$ cat config.mk
export PLATFORM = sky130hd
export DESIGN_NAME = ulstki_top
export DESIGN_NICKNAME = d
export VERILOG_FILES = /design/src/ulstki_pkg.sv /design/src/ulstki_top.sv
export SDC_FILE = /design/constraint.sdc
export NUM_CORES = 1
export LEC_CHECK = 0
export ABC_CLOCK_PERIOD_IN_PS = 1750
export BUFFER_PORTS_ARGS = -buffer_cell sky130_fd_sc_hd__buf_4
export CAP_MARGIN = 0
export CORE_AREA = 2 2 140 88
export CTS_CLUSTER_SIZE = 14
export DETAILED_ROUTE_END_ITERATION = 16
export DIE_AREA = 0 0 142 90
export PLACE_DENSITY = 0.69
export SLEW_MARGIN = 40
export SYNTH_ARGS = -nofsm -noshare
export SYNTH_HDL_FRONTEND = slang
export SYNTH_SLANG_ARGS = --single-unit
$ cat constraint.sdc
create_clock -name sys_clk_in -period 1.75 [get_ports sys_clk_in]
set_input_delay 0.2625 -clock sys_clk_in [delete_from_list [all_inputs] [get_ports sys_clk_in]]
set_output_delay 0.2625 -clock sys_clk_in [all_outputs]
set_load 0.1 [all_outputs]
$ cat src/ulstki_pkg.sv
// package: register map, field positions and timing for the usb token/flag block
package ulstki_pkg;
  // register addresses in the peripheral bank (9-bit data memory address)
  localparam logic [8:0] UEV_FLAGS_ADDR = 9'h190;
  localparam logic [8:0] UEV_ENABLES_ADDR = 9'h191;
  localparam logic [8:0] ERROR_SUMMARY_FLAG_FLAGS_ADDR = 9'h192;
  localparam logic [8:0] ERROR_SUMMARY_FLAG_ENABLES_ADDR = 9'h193;
  localparam logic [8:0] TRANSFER_STATUS_REGISTER_ADDR = 9'h194;
  localparam logic [8:0] USB_CONTROL_REGISTER_ADDR = 9'h195;
  localparam logic [1:0] USB_BANK = 2'h3;
  // event flag bit positions
  localparam int BIT_RST = 0;
  localparam int BIT_ERR = 1;
  localparam int BIT_WAKE = 2;
  localparam int BIT_TOKDONE = 3;
  localparam int BIT_IDLE = 4;
  localparam int BIT_STALL = 5;
  localparam logic [7:0] FLAG_MASK = 8'h3f;
  localparam logic [7:0] REG_RESET = 8'h00;
  // control register bit for suspend
  localparam int BIT_SUSPEND = 1;
  // descriptor ownership bit position in the status byte
  localparam int BIT_OWN = 7;
  // token pid codes (low nibble)
  localparam logic [3:0] PID_OUT = 4'h1;
  localparam logic [3:0] PID_IN = 4'h9;
  localparam logic [3:0] PID_SETUP = 4'hd;
  localparam logic [1:0] MAX_EP = 2'h2;
  // timing
  localparam int CLK_HZ = 20000000;
  localparam int IDLE_TIME_US = 3000;
  localparam int IDLE_CYCLES = (CLK_HZ / 1000000) * IDLE_TIME_US;
  localparam int IDLE_W = 16;
  // token engine states
  typedef enum logic [2:0] {
    ULSTKI_IDLE_S,
    ULSTKI_FETCH_S,
    ULSTKI_XFER_S,
    ULSTKI_DONE_S
  } ulstki_state_t;
endpackage

$ cat src/ulstki_top.sv
// usb low-speed token handling, descriptor ownership and event flag logic
`timescale 1ns/10ps
`default_nettype none
// Function
// - only control and interrupt transfers accepted
// - endpoints zero to two, in and out
// - move data only when engine owns descriptor
// - on completion write status, clear ownership
// - completion loads status register, sets token-done
// - registers and descriptors live in bank three
// - each flag gated by its enable bit on its way to the irq
// - enabled flags ored into core irq flag; in suspend only wake passes
// - flags sticky; outside suspend write zero clears, one keeps
// - idle flag after 3 ms without bus_wake_flag
// - error summary set by enabled error
// - enable bit lets source reach irq
// - event enables never block flag setting; error enables gate err
// - masked flags remain readable for polling
// - enable layout mirrors flags, upper bits zero
// - error flags masked, ored to summary
module ulstki_top
  import ulstki_pkg::*;
#(
  parameter int IDLE_LIMIT = IDLE_CYCLES
) (
  // clock and reset
  input wire logic sys_clk_in,
  input wire logic srst_in,
  // core data memory port
  input wire logic [1:0] mem_bank_in,
  input wire logic [8:0] mem_addr_in,
  input wire logic mem_wr_in,
  input wire logic [7:0] mem_wdata_in,
  output logic [7:0] mem_rdata_out,
  // bus-side line events from the transceiver side (async)
  input wire logic bus_bus_wake_flag_in,
  input wire logic bus_reset_in,
  input wire logic stall_sent_in,
  input wire logic [7:0] error_events_in,
  // decoded token from the serial engine
  input wire logic token_valid_in,
  input wire logic [3:0] token_pid_in,
  input wire logic [3:0] token_ep_in,
  input wire logic token_end_in,
  // descriptor table port toward the shared ram
  input wire logic [7:0] bd_status_in,
  output logic [2:0] bd_index_out,
  output logic bd_wr_out,
  output logic [7:0] bd_status_out,
  // data movement grant and token answer
  output logic xfer_enable_out,
  output logic token_nak_out,
  // interrupt to core
  output logic usb_core_irq_flag_out
);
  import ulstki_pkg::*;

  ////////////////////////////////////////////////////////////////////////
  // input synchronisers: async pins pass two flops before any use
  logic [10:0] sync1_reg, sync1_next;
  logic [10:0] sync2_reg, sync2_next;
  logic [10:0] sync3_reg, sync3_next; // delayed copy for edge detect
  always_comb begin
    sync1_next = {bus_bus_wake_flag_in, bus_reset_in, stall_sent_in, error_events_in};
    sync2_next = sync1_reg;
    sync3_next = sync2_reg;
  end
  always_ff @(posedge sys_clk_in) begin
    sync1_reg <= srst_in ? 11'h000 : sync1_next;
    sync2_reg <= srst_in ? 11'h000 : sync2_next;
    sync3_reg <= srst_in ? 11'h000 : sync3_next;
  end
  // rising edges of the synchronised events
  logic [10:0] rise;
  assign rise = sync2_reg & ~sync3_reg;
  logic act_level;
  assign act_level = sync2_reg[10];

  ////////////////////////////////////////////////////////////////////////
  // register access decode; only bank three reaches this block
  function automatic logic hit(input logic [1:0] bank, input logic [8:0] a,
                               input logic [8:0] target);
    hit = (bank == USB_BANK) && (a == target);
  endfunction

  logic wr_flags, wr_en, wr_eflags, wr_een, wr_ctrl;
  assign wr_flags = mem_wr_in && hit(mem_bank_in, mem_addr_in, UEV_FLAGS_ADDR);
  assign wr_en = mem_wr_in && hit(mem_bank_in, mem_addr_in, UEV_ENABLES_ADDR);
  assign wr_eflags = mem_wr_in && hit(mem_bank_in, mem_addr_in, ERROR_SUMMARY_FLAG_FLAGS_ADDR);
  assign wr_een = mem_wr_in && hit(mem_bank_in, mem_addr_in, ERROR_SUMMARY_FLAG_ENABLES_ADDR);
  assign wr_ctrl = mem_wr_in && hit(mem_bank_in, mem_addr_in, USB_CONTROL_REGISTER_ADDR);

  ////////////////////////////////////////////////////////////////////////
  // token engine: checks ownership, grants data move, posts status
  ulstki_state_t state_reg, state_next;
  logic [2:0] bd_index_reg, bd_index_next;
  logic bd_wr_reg, bd_wr_next;
  logic [7:0] bd_status_reg, bd_status_next;
  logic xfer_reg, xfer_next;
  logic nak_reg, nak_next;
  logic [7:0] transfer_status_register_reg, transfer_status_register_next; // endpoint and direction of last completed token
  logic tokdone_set;
  logic legal_token;
  // accept only endpoints 0..2 and control/interrupt pids
  assign legal_token = (token_ep_in[3:2] == 2'h0) && (token_ep_in[1:0] <= MAX_EP)
    && (token_pid_in == PID_IN || token_pid_in == PID_OUT
        || token_pid_in == PID_SETUP);

  always_comb begin
    state_next = state_reg;
    bd_index_next = bd_index_reg;
    bd_wr_next = 1'b0;
    bd_status_next = bd_status_reg;
    xfer_next = xfer_reg;
    nak_next = 1'b0;
    transfer_status_register_next = transfer_status_register_reg;
    tokdone_set = 1'b0;
    case (state_reg)
      ULSTKI_IDLE_S: begin
        // pick descriptor: two per endpoint, in at odd index
        if (token_valid_in && legal_token) begin
          bd_index_next = {token_ep_in[1:0], token_pid_in == PID_IN};
          state_next = ULSTKI_FETCH_S;
        end
      end
      ULSTKI_FETCH_S: begin
        if (bd_status_in[BIT_OWN]) begin
          xfer_next = 1'b1;
          state_next = ULSTKI_XFER_S;
        end else begin
          // firmware still owns it: answer nak, no flag
          nak_next = 1'b1;
          state_next = ULSTKI_IDLE_S;
        end
      end
      ULSTKI_XFER_S: begin
        if (token_end_in) begin
          xfer_next = 1'b0;
          // hand buffer back: status with ownership cleared
          bd_status_next = {1'b0, bd_status_in[6:4], token_pid_in};
          bd_wr_next = 1'b1;
          state_next = ULSTKI_DONE_S;
        end
      end
      ULSTKI_DONE_S: begin
        transfer_status_register_next = {3'h0, bd_index_reg, 2'h0};
        tokdone_set = 1'b1;
        state_next = ULSTKI_IDLE_S;
      end
      default: state_next = ULSTKI_IDLE_S;
    endcase
  end
  always_ff @(posedge sys_clk_in) begin
    if (srst_in) begin
      state_reg <= ULSTKI_IDLE_S;
      bd_index_reg <= 3'h0;
      bd_wr_reg <= 1'b0;
      bd_status_reg <= REG_RESET;
      xfer_reg <= 1'b0;
      nak_reg <= 1'b0;
      transfer_status_register_reg <= REG_RESET;
    end else begin
      state_reg <= state_next;
      bd_index_reg <= bd_index_next;
      bd_wr_reg <= bd_wr_next;
      bd_status_reg <= bd_status_next;
      xfer_reg <= xfer_next;
      nak_reg <= nak_next;
      transfer_status_register_reg <= transfer_status_register_next;
    end
  end
  // ownership return by firmware happens through the shared ram, not here

  ////////////////////////////////////////////////////////////////////////
  // idle timer: restarts on any bus bus_wake_flag
  logic [IDLE_W-1:0] idle_cnt_reg, idle_cnt_next;
  logic idle_set;
  always_comb begin
    idle_set = 1'b0;
    if (act_level || rise[10]) begin
      idle_cnt_next = '0;
    end else if (idle_cnt_reg == IDLE_W'(IDLE_LIMIT - 1)) begin
      // saturate so the flag fires once per idle stretch
      idle_cnt_next = idle_cnt_reg + 1'b1;
      idle_set = 1'b1;
    end else if (idle_cnt_reg < IDLE_W'(IDLE_LIMIT)) begin
      idle_cnt_next = idle_cnt_reg + 1'b1;
    end else begin
      idle_cnt_next = idle_cnt_reg;
    end
  end
  always_ff @(posedge sys_clk_in) begin
    idle_cnt_reg <= srst_in ? '0 : idle_cnt_next;
  end

  ////////////////////////////////////////////////////////////////////////
  // flag, enable, error and control registers
  logic [7:0] flags_reg, flags_next;
  logic [7:0] en_reg, en_next;
  logic [7:0] eflags_reg, eflags_next;
  logic [7:0] een_reg, een_next;
  logic [7:0] ctrl_reg, ctrl_next;
  logic [7:0] set_vec;
  logic suspended;
  assign suspended = ctrl_reg[BIT_SUSPEND];

  // sticky update: a set in the same cycle as a clear wins
  function automatic logic [7:0] sticky(input logic [7:0] cur, input logic wr,
                                        input logic [7:0] wd, input logic [7:0] set);
    sticky = ((wr ? (cur & wd) : cur) | set);
  endfunction

  always_comb begin
    set_vec = 8'h00;
    set_vec[BIT_STALL] = rise[8];
    set_vec[BIT_IDLE] = idle_set;
    set_vec[BIT_TOKDONE] = tokdone_set;
    set_vec[BIT_WAKE] = suspended && rise[10];
    set_vec[BIT_ERR] = |(eflags_reg & een_reg);
    set_vec[BIT_RST] = rise[9];
    // event enables are not consulted here: flags always set; only err reads the error enables
    eflags_next = sticky(eflags_reg, wr_eflags && !suspended, mem_wdata_in, rise[7:0]);
    flags_next = sticky(flags_reg, wr_flags && !suspended, mem_wdata_in, set_vec)
      & FLAG_MASK;
    en_next = wr_en ? (mem_wdata_in & FLAG_MASK) : en_reg;
    een_next = wr_een ? mem_wdata_in : een_reg;
    ctrl_next = wr_ctrl ? mem_wdata_in : ctrl_reg;
  end
  always_ff @(posedge sys_clk_in) begin
    if (srst_in) begin
      flags_reg <= REG_RESET;
      en_reg <= REG_RESET;
      eflags_reg <= REG_RESET;
      een_reg <= REG_RESET;
      ctrl_reg <= REG_RESET;
    end else begin
      flags_reg <= flags_next;
      en_reg <= en_next;
      eflags_reg <= eflags_next;
      een_reg <= een_next;
      ctrl_reg <= ctrl_next;
    end
  end

  ////////////////////////////////////////////////////////////////////////
  // merged interrupt; in suspend only the wake source passes
  logic [7:0] gate_mask;
  logic irq_reg, irq_next;
  logic [7:0] rdata_reg, rdata_next;
  always_comb begin
    gate_mask = suspended ? (8'h01 << BIT_WAKE) : FLAG_MASK;
    irq_next = |(flags_reg & en_reg & gate_mask);
    // read mux; flags readable whatever the enables
    if (mem_bank_in != USB_BANK) begin
      rdata_next = 8'h00;
    end else begin
      case (mem_addr_in)
        UEV_FLAGS_ADDR: rdata_next = flags_reg;
        UEV_ENABLES_ADDR: rdata_next = en_reg;
        ERROR_SUMMARY_FLAG_FLAGS_ADDR: rdata_next = eflags_reg;
        ERROR_SUMMARY_FLAG_ENABLES_ADDR: rdata_next = een_reg;
        TRANSFER_STATUS_REGISTER_ADDR: rdata_next = transfer_status_register_reg;
        USB_CONTROL_REGISTER_ADDR: rdata_next = ctrl_reg;
        default: rdata_next = 8'h00;
      endcase
    end
  end
  always_ff @(posedge sys_clk_in) begin
    irq_reg <= srst_in ? 1'b0 : irq_next;
    rdata_reg <= srst_in ? 8'h00 : rdata_next;
  end

  // outputs straight from flops
  assign usb_core_irq_flag_out = irq_reg;
  assign mem_rdata_out = rdata_reg;
  assign bd_index_out = bd_index_reg;
  assign bd_wr_out = bd_wr_reg;
  assign bd_status_out = bd_status_reg;
  assign xfer_enable_out = xfer_reg;
  assign token_nak_out = nak_reg;

  ////////////////////////////////////////////////////////////////////////
  // assertions
  a_flag_sticky: assert property (@(posedge sys_clk_in) disable iff (srst_in)
    !wr_flags && flags_reg[BIT_IDLE] |=> flags_reg[BIT_IDLE])
    else $error("idle flag dropped without a write");
  a_irq_merge: assert property (@(posedge sys_clk_in) disable iff (srst_in)
    !suspended && |(flags_reg & en_reg) |=> usb_core_irq_flag_out)
    else $error("enabled flag did not raise irq");
  a_irq_masked: assert property (@(posedge sys_clk_in) disable iff (srst_in)
    (flags_reg & en_reg) == 8'h00 |=> !usb_core_irq_flag_out)
    else $error("irq without enabled flag");
  a_own_check: assert property (@(posedge sys_clk_in) disable iff (srst_in)
    state_reg == ULSTKI_FETCH_S && !bd_status_in[BIT_OWN] |=> !xfer_enable_out)
    else $error("transfer granted without ownership");
  a_own_return: assert property (@(posedge sys_clk_in) disable iff (srst_in)
    bd_wr_out |-> !bd_status_out[BIT_OWN])
    else $error("ownership not returned");
  // write-back pulse and flag set share one cycle, so the flag shows next edge
  a_tokdone_set: assert property (@(posedge sys_clk_in) disable iff (srst_in)
    bd_wr_out |=> flags_reg[BIT_TOKDONE])
    else $error("token done flag not set");
  a_enable_upper: assert property (@(posedge sys_clk_in) disable iff (srst_in)
    en_reg[7:6] == 2'h0)
    else $error("enable upper bits nonzero");
  a_suspend_gate: assert property (@(posedge sys_clk_in) disable iff (srst_in)
    suspended && !flags_reg[BIT_WAKE] ##1 $stable(ctrl_reg) |-> !usb_core_irq_flag_out)
    else $error("non wake irq while suspended");
  a_ep_legal: assert property (@(posedge sys_clk_in) disable iff (srst_in)
    state_reg == ULSTKI_FETCH_S |-> bd_index_reg[2:1] <= MAX_EP)
    else $error("illegal endpoint accepted");
  c_token_done: cover property (@(posedge sys_clk_in) disable iff (srst_in)
    state_reg == ULSTKI_DONE_S);
  c_nak: cover property (@(posedge sys_clk_in) disable iff (srst_in) token_nak_out);
  c_idle: cover property (@(posedge sys_clk_in) disable iff (srst_in) idle_set);
endmodule // ulstki_top
`default_nettype wire

==> results of run 1 <==
cell usage after synthesis, types with 5 or more instances:
library cell,n
sky130_fd_sc_hd__mux2_2,5
sky130_fd_sc_hd__nand2b_1,12
sky130_fd_sc_hd__nand2_1,21
sky130_fd_sc_hd__o21ai_0,16
sky130_fd_sc_hd__mux2i_1,38
sky130_fd_sc_hd__a21oi_1,37
sky130_fd_sc_hd__dfxtp_1,112
sky130_fd_sc_hd__nand4_1,6
sky130_fd_sc_hd__nor2_1,45
sky130_fd_sc_hd__o31ai_1,5
sky130_fd_sc_hd__and3_1,6
sky130_fd_sc_hd__nand3_1,13
sky130_fd_sc_hd__or4_1,5
sky130_fd_sc_hd__clkbuf_1,17
sky130_fd_sc_hd__a22oi_1,11
sky130_fd_sc_hd__nor2b_1,39
sky130_fd_sc_hd__or3_1,6
layer usage:
| metal | up-vias | part of all wire | global-route usage | routed length (um) |
|---|---|---|---|---|
| met5 | - | 0 | 0 | 0 |
| li1 | 1817 | - | - | - |
| met1 | 1786 | 0.49 | 0.256 | 5310 |
| met3 | 13 | 0.078 | 0.0432 | 846 |
| met4 | 0 | 0.013 | 0.0483 | 137 |
| met2 | 137 | 0.42 | 0.240 | 4570 |
layout make-up:
class,instances,area (um2)
Fill cell,1099,6080
Multi-Input combinational cell,329,2160
Clock buffer,10,239
Tap cell,148,185
Clock inverter,4,36.3
Inverter,2,7.51
Sequential cell,112,2250
Timing Repair Buffer,84,643
worst paths after layout:
path	start	slack [ps]	to	depth (start not counted)
max	idle_cnt_reg[6]	70	idle_cnt_reg[8]	4
min	bd_status_in[7]	90	token_nak_out	2
max reg2reg	idle_cnt_reg[6]	70	idle_cnt_reg[8]	4
min reg2reg	sync1_reg[1]	440	sync2_reg[1]	1
cells in the final DEF, fill, tap and decap left out, types with 3 or more instances in the layout:
cell and n:
sky130_fd_sc_hd__and2_1 4, sky130_fd_sc_hd__buf_4 83, sky130_fd_sc_hd__o2bb2ai_1 3, sky130_fd_sc_hd__mux2i_1 38
sky130_fd_sc_hd__or3_1 6, sky130_fd_sc_hd__nand4_1 6, sky130_fd_sc_hd__nor2_1 45, sky130_fd_sc_hd__a21oi_1 36
sky130_fd_sc_hd__or4_1 5, sky130_fd_sc_hd__and3_1 6, sky130_fd_sc_hd__a22oi_1 11, sky130_fd_sc_hd__nor2b_1 39
sky130_fd_sc_hd__nand2b_1 12, sky130_fd_sc_hd__o31ai_1 5, sky130_fd_sc_hd__clkbuf_16 9, sky130_fd_sc_hd__o21ai_1 4
sky130_fd_sc_hd__nand2_1 21, sky130_fd_sc_hd__nor3_1 4, sky130_fd_sc_hd__and4b_1 3, sky130_fd_sc_hd__o21ai_0 16
sky130_fd_sc_hd__nand3b_1 3, sky130_fd_sc_hd__nand3_1 13, sky130_fd_sc_hd__mux2_2 5, sky130_fd_sc_hd__dfxtp_1 110
logic make-up (layout without fill, tap and decap cells):
| logic type | Yosys count | count (layout) | share of synthesized area |
|---|---|---|---|
| compound gates | 97 | 97 | 0.137 |
| fa+ha+maj | 1 | 1 | 0.00279 |
| other cells | 1 | 1 | 0.000836 |
| simple gates | 185 | 186 | 0.234 |
| mux | 44 | 44 | 0.102 |
| flops | 112 | 112 | 0.500 |
| buf+inv | 25 | 100 | 0.0229 |
power by group:
| group | leakage, nW | internal [mW] | switching (mW) |
|---|---|---|---|
| Clock | 0.133 | 1.01 | 0.916 |
| Sequential | 0.911 | 2.60 | 0.0284 |
| Combinational | 1.25 | 0.141 | 0.160 |
| Total | 2.30 | 3.75 | 1.10 |
metrics by stage:
stage	power, mW	area (um2)	TNS, ps
2_1_floorplan	2.83	4480	0
3_3_place_gp	2.97	5220	0
3_5_place_dp	2.98	5220	-11.7
4_1_cts	4.90	5500	0
5_1_grt	5.03	5520	0
6_report	4.85	5520	0
critical path: stages, from the launching register on:
cell and delay, ps:
sky130_fd_sc_hd__dfxtp_2 360, sky130_fd_sc_hd__a211o_1 340, sky130_fd_sc_hd__nor3b_4 200, sky130_fd_sc_hd__or4_1 550
sky130_fd_sc_hd__a21oi_2 160
what timing repair did:
item | in CTS | in global routing
resized for setup | 1 | 5
endpoints found under the setup margin | 1 | 8
pin swaps | 0 | 3
hold buffers | 0 | 0
gates cloned | 0 | 1
==> results.txt, run 1 <==
----------------------------------------------------
[Logic synthesis]
  Sequential cell area fraction in the yosys report ... 0.500
  FFs w/ async S/R, synth ... 0
  Post-synthesis cell type count ... 55
  Post-synthesis cell count ... 465
  Top area cells in the synthesized netlist ... sky130_fd_sc_hd__dfxtp_1 (50%), sky130_fd_sc_hd__mux2i_1 (8.5%), sky130_fd_sc_hd__nor2b_1 (5.4%), sky130_fd_sc_hd__a21oi_1 (4.1%), sky130_fd_sc_hd__nor2_1 (3.8%)
  Portion of synthesized cell area occupied by the leading cell type ... 0.500
  Predominant post-synthesis flop cell ... sky130_fd_sc_hd__dfxtp_1
  Post-synthesis instance area ... 0.00448 mm2
  Net Count, Synth ... a little over 500
  Largest area contributor in the synthesized netlist ... sky130_fd_sc_hd__dfxtp_1
  Post-synthesis area per instance ... between 9 and 10 um2
  Register bit total from synthesis ... 112
  Number of enable flip-flop cells after synthesis ... 0
  Total number of yosys warnings ... 0

[Global route]
  Combined global-route utilization of all metal layers ... 0.171
  Via count of the first global-routing pass ... 3477
  Largest net degree at the start of global routing ... 54
  First-pass GRT wire length ... approximately 17000 um
  Antenna violations before repair ... 0
  Leftover overflow at the end of global routing ... 0

[Floorplanning]
  Overall die height ... 90 um
  Die area ... 0.0128 mm2
  Die span in x ... 142 um
  Placeable core region ... between 0.01 and 0.015 mm2
  Starting density of the core ... 0.387
  Num ports ... 74
  Row count ... 31

[Timing]
  Number of setup violations in the final report ... 0
  Share of the clock period used by the worst path ... 0.958
  Pins over their slew limit ... 0
  RSZ-0062 raised after global routing ... no
  Transition time at the pin with the least slew margin ... 632 ps
  Worst Clk Skew ... 6.91 ps
  Highest Clock Rate ... around 0.60 GHz
  Worst path setup slack after routing ... 72.9 ps
  Worst Hold Slack ... approximately 94 ps
  Slew headroom ... 0.577
  Count of final hold-check violations ... 0
  Final worst path period need ... 1680 ps

[Placement]
  Count of placed standard cells including taps ... just under 700
  Number of buffers added on ports ... 68
  Gp weighted congestion ... 0.851
  Placement-stage worst setup slack ... -11.7 ps
  Post-detail-place hpwl ... between 7000 and 8000 um

[Status]
  Outcome ... complete, no violations

[Clock tree]
  Number of buffers on the longest clock path ... 2
  Number of buffers created by CTS ... 9
  CTS tree ... done
  Root Buffer ... sky130_fd_sc_hd__clkbuf_16
  Clock slew seen by the registers of the worst setup and hold paths ... 70 ps
  Sink Count ... 112
  Depth of the CTS H-tree ... 3
  Post-CTS setup-driven buffer insertion count ... 0
  Clock insertion delay at the later pin of the skew report ... roughly 350 ps

[Cells and area]
  Final Instance Count excl. Fillers ... 689
  Ratio of cells with drive above 1 in the final layout ... 0.218
  Number of nets in the layout ... 590
  Synth-to-layout area growth ... 23.1%
  ANT cells ... 0
  Largest register FFs ... 16
  Post-layout util ... 0.476

[Run]
  Max cap viols ... 0

[Critical path]
  Category of the worst setup path capture point ... register
  Endpoint required time on the critical path ... roughly 2000 ps
  Data arrival time of the worst path ... 1960 ps
  Critical path startpoint category ... register
  CP max FO ... 9
  Crit Path Class ... reg2reg

[Drt]
  Number of nets with antenna violations after routing ... 0
  Average vias per placed instance ... between 5 and 6
  Number of vias in the routed layout ... 3753
  # DRC ... 0
  Detailed Route Iter0 Violations ... 316
  Average wire length per cell after detail routing ... about 16 um
  Total routed wirelength ... 10900 um
  TritonRoute pass-1 iters ... 5

[Power and ir drop]
  Leakage power ... 2.30 nW
  Worst vdd ir ... 0.000486 V
  Power per cell area ... a little under 900 mW/mm2

[Hold path]
  Class of the tightest hold or removal check ... in2reg

----------------------------------------------------
No activity file was read; power rests on OpenSTA's default activity.
==> run 2, diff against run 1 <==
Settings changed: RECOVER_POWER set to 50.
==> results.txt, run 2 (synthesis gave the netlist of run 1 again) <==
----------------------------------------------------
[Drt]
  Number of nets with antenna violations after routing ... 0
  Average vias per placed instance ... 5.44
  Average wire length per cell after detail routing ... ~16 um
  Highest signal layer in the routed design ... met4
  Met2 WL post-DR ... 4560 um
  Detailed Route Iter0 Violations ... around 370
  TritonRoute pass-1 iters ... 5
  Met1 routed wirelength after detailed routing ... between 5000 and 6000 um
  Total routed wirelength ... 10800 um
  Number of vias in the routed layout ... around 3800
  Met3 Wirelength ... 839 um
  # DRC ... 0

[Clock tree]
  Number of buffers on the longest clock path ... 2
  Number of buffers created by CTS ... 9
  Post-CTS setup-driven buffer insertion count ... 0
  Clock insertion delay at the later pin of the skew report ... 350 ps
  Sink Count ... 112
  CTS tree ... done
  Depth of the CTS H-tree ... 3
  Clock slew seen by the registers of the worst setup and hold paths ... 70 ps
  Root Buffer ... sky130_fd_sc_hd__clkbuf_16

[Floorplanning]
  Starting density of the core ... 0.387
  Placeable core region ... 0.0116 mm2
  Row count ... 31
  Num ports ... between 70 and 80
  Die area ... 0.0128 mm2
  Die span in x ... 142 um
  Overall die height ... 90 um

[Placement]
  Placement-stage worst setup slack ... -11.7 ps
  Post-place instance area ... 0.00522 mm2
  Post-detail-place hpwl ... 7720 um
  Number of buffers added on ports ... 68
  Gp weighted congestion ... roughly 0.85

[Timing]
  Count of final hold-check violations ... 0
  Share of the clock period used by the worst path ... 0.956
  Worst Clk Skew ... between 7 and 8 ps
  Slew headroom ... 0.327
  Final worst path period need ... between 1500 and 2000 ps
  Sum of negative setup slack ... 0 ps
  Number of setup violations in the final report ... 0
  Pins over their slew limit ... 0
  RSZ-0062 raised after global routing ... no
  Worst path setup slack after routing ... between 70 and 80 ps
  Highest Clock Rate ... 0.598 GHz
  Transition time at the pin with the least slew margin ... 1010 ps
  Worst Hold Slack ... 95.3 ps

[Cells and area]
  Synth-to-layout area growth ... 22.1%
  Leading cell types in the layout, fill and taps excluded ... sky130_fd_sc_hd__dfxtp_1 (110), sky130_fd_sc_hd__buf_4 (65), sky130_fd_sc_hd__nor2_1 (45)
  Cell area after layout ... approximately 0.0055 mm2
  Commonest non-fill, non-tap cell in the layout ... sky130_fd_sc_hd__dfxtp_1
  ANT cells ... 0
  Number of nets in the layout ... between 500 and 600
  Largest register FFs ... 16
  Ratio of cells with drive above 1 in the final layout ... 0.211

[Critical path]
  Max incr delay on CP ... 520 ps
  Cell Chain, Critical Path ... a211o_1, nor3b_2, or4_1, a21oi_1
  Critical-path cell with the highest stage delay ... sky130_fd_sc_hd__or4_1
  Worst R2R Setup Slack ... 80 ps
  Top delay family on crit path ... simple AND/OR/NAND/NOR gates
  Category of the worst setup path capture point ... register
  Data arrival time of the worst path ... slightly below 2000 ps
  Worst flop-to-flop path endpoint ... idle_cnt_reg[3]
  CP max FO ... 8
  Critical path startpoint category ... register
  Crit Path Class ... reg2reg
  Endpoint required time on the critical path ... ~2000 ps
  Depth of the worst register-to-register path ... 4
  Reg2Reg Launch Point ... idle_cnt_reg[6]
  Total buffers and inverters traversed by the critical path ... 0

[Run]
  Max cap viols ... 0

[Power and ir drop]
  Power per cell area ... 885 mW/mm2
  Leakage power ... 2.27 nW
  Worst vdd ir ... about 0.00049 V
  Total power ... a little under 5 mW

[Status]
  Outcome ... complete, no violations

[Global route]
  Antenna violations before repair ... 0
  Largest net degree at the start of global routing ... 54
  Via count of the first global-routing pass ... 3477
  Leftover overflow at the end of global routing ... 0
  First-pass GRT wire length ... approximately 17000 um
  Combined global-route utilization of all metal layers ... 0.171

[Hold path]
  Hold Crit Start ... bd_status_in[7]
  Class of the tightest hold or removal check ... in2reg
  WHS Path Cells ... 2
  Capture endpoint of the worst hold path ... token_nak_out

----------------------------------------------------
## run 2: cell types whose count changed in the layout (fill, tap and decap cells not counted), sizes merged
| cell | change |
|---|---|
| clkbuf | +18 |
| buf | -18 |
## run 2: how the worst max path moves through the flow
stage	start	to	slack (ps)	cells past startpoint
final	idle_cnt_reg[6]	idle_cnt_reg[3]	80	4
after global routing	idle_cnt_reg[6]	idle_cnt_reg[8]	10	4
after CTS	idle_cnt_reg[0]	idle_cnt_reg[10]	20	5
after detailed placement	idle_cnt_reg[0]	idle_cnt_reg[14]	-10	6
after global placement	idle_cnt_reg[0]	idle_cnt_reg[10]	100	5
after floorplan	idle_cnt_reg[0]	idle_cnt_reg[10]	100	5
## run 2: worst reg2reg max path, stage by stage, from the launching register on
cell and delay (ps):
sky130_fd_sc_hd__dfxtp_2 360, sky130_fd_sc_hd__a211o_1 340, sky130_fd_sc_hd__nor3b_2 230, sky130_fd_sc_hd__or4_1 520, sky130_fd_sc_hd__a21oi_1 150
## run 2: cell type report
type                            instances  area (um2)
Clock buffer                           10         239
Clock inverter                          4        36.3
Fill cell                            1115        6120
Inverter                                2        7.51
Multi-Input combinational cell        329        2160
Sequential cell                       112        2250
Tap cell                              148         185
Timing Repair Buffer                   84         596
## run 2: layer usage
metal	global-route usage	up-vias
li1	-	1816
met1	0.256	1779
met2	0.240	142
met3	0.0432	13
met4	0.0483	0
met5	0	-
## run 2: power breakdown
group | leakage (nW) | internal, mW | switching, mW
registers | 0.911 | 2.60 | 0.0285
logic | 1.23 | 0.137 | 0.160
clock network | 0.133 | 1.01 | 0.916
## run 2: metrics by stage
step / utilization / std cells
3_5_place_dp: 0.450 / 674
2_1_floorplan: - / 465
3_3_place_gp: 0.450 / 674
4_1_cts: 0.474 / 688
6_report: 0.472 / 689
5_1_grt: 0.472 / 689
## run 2: repair_timing
item | 4_1_cts | 5_1_grt
pin swaps | 0 | 3
endpoints found under the setup margin | 1 | 8
gates cloned | 0 | 1
resized for setup | 1 | 5
hold buffers | 0 | 0
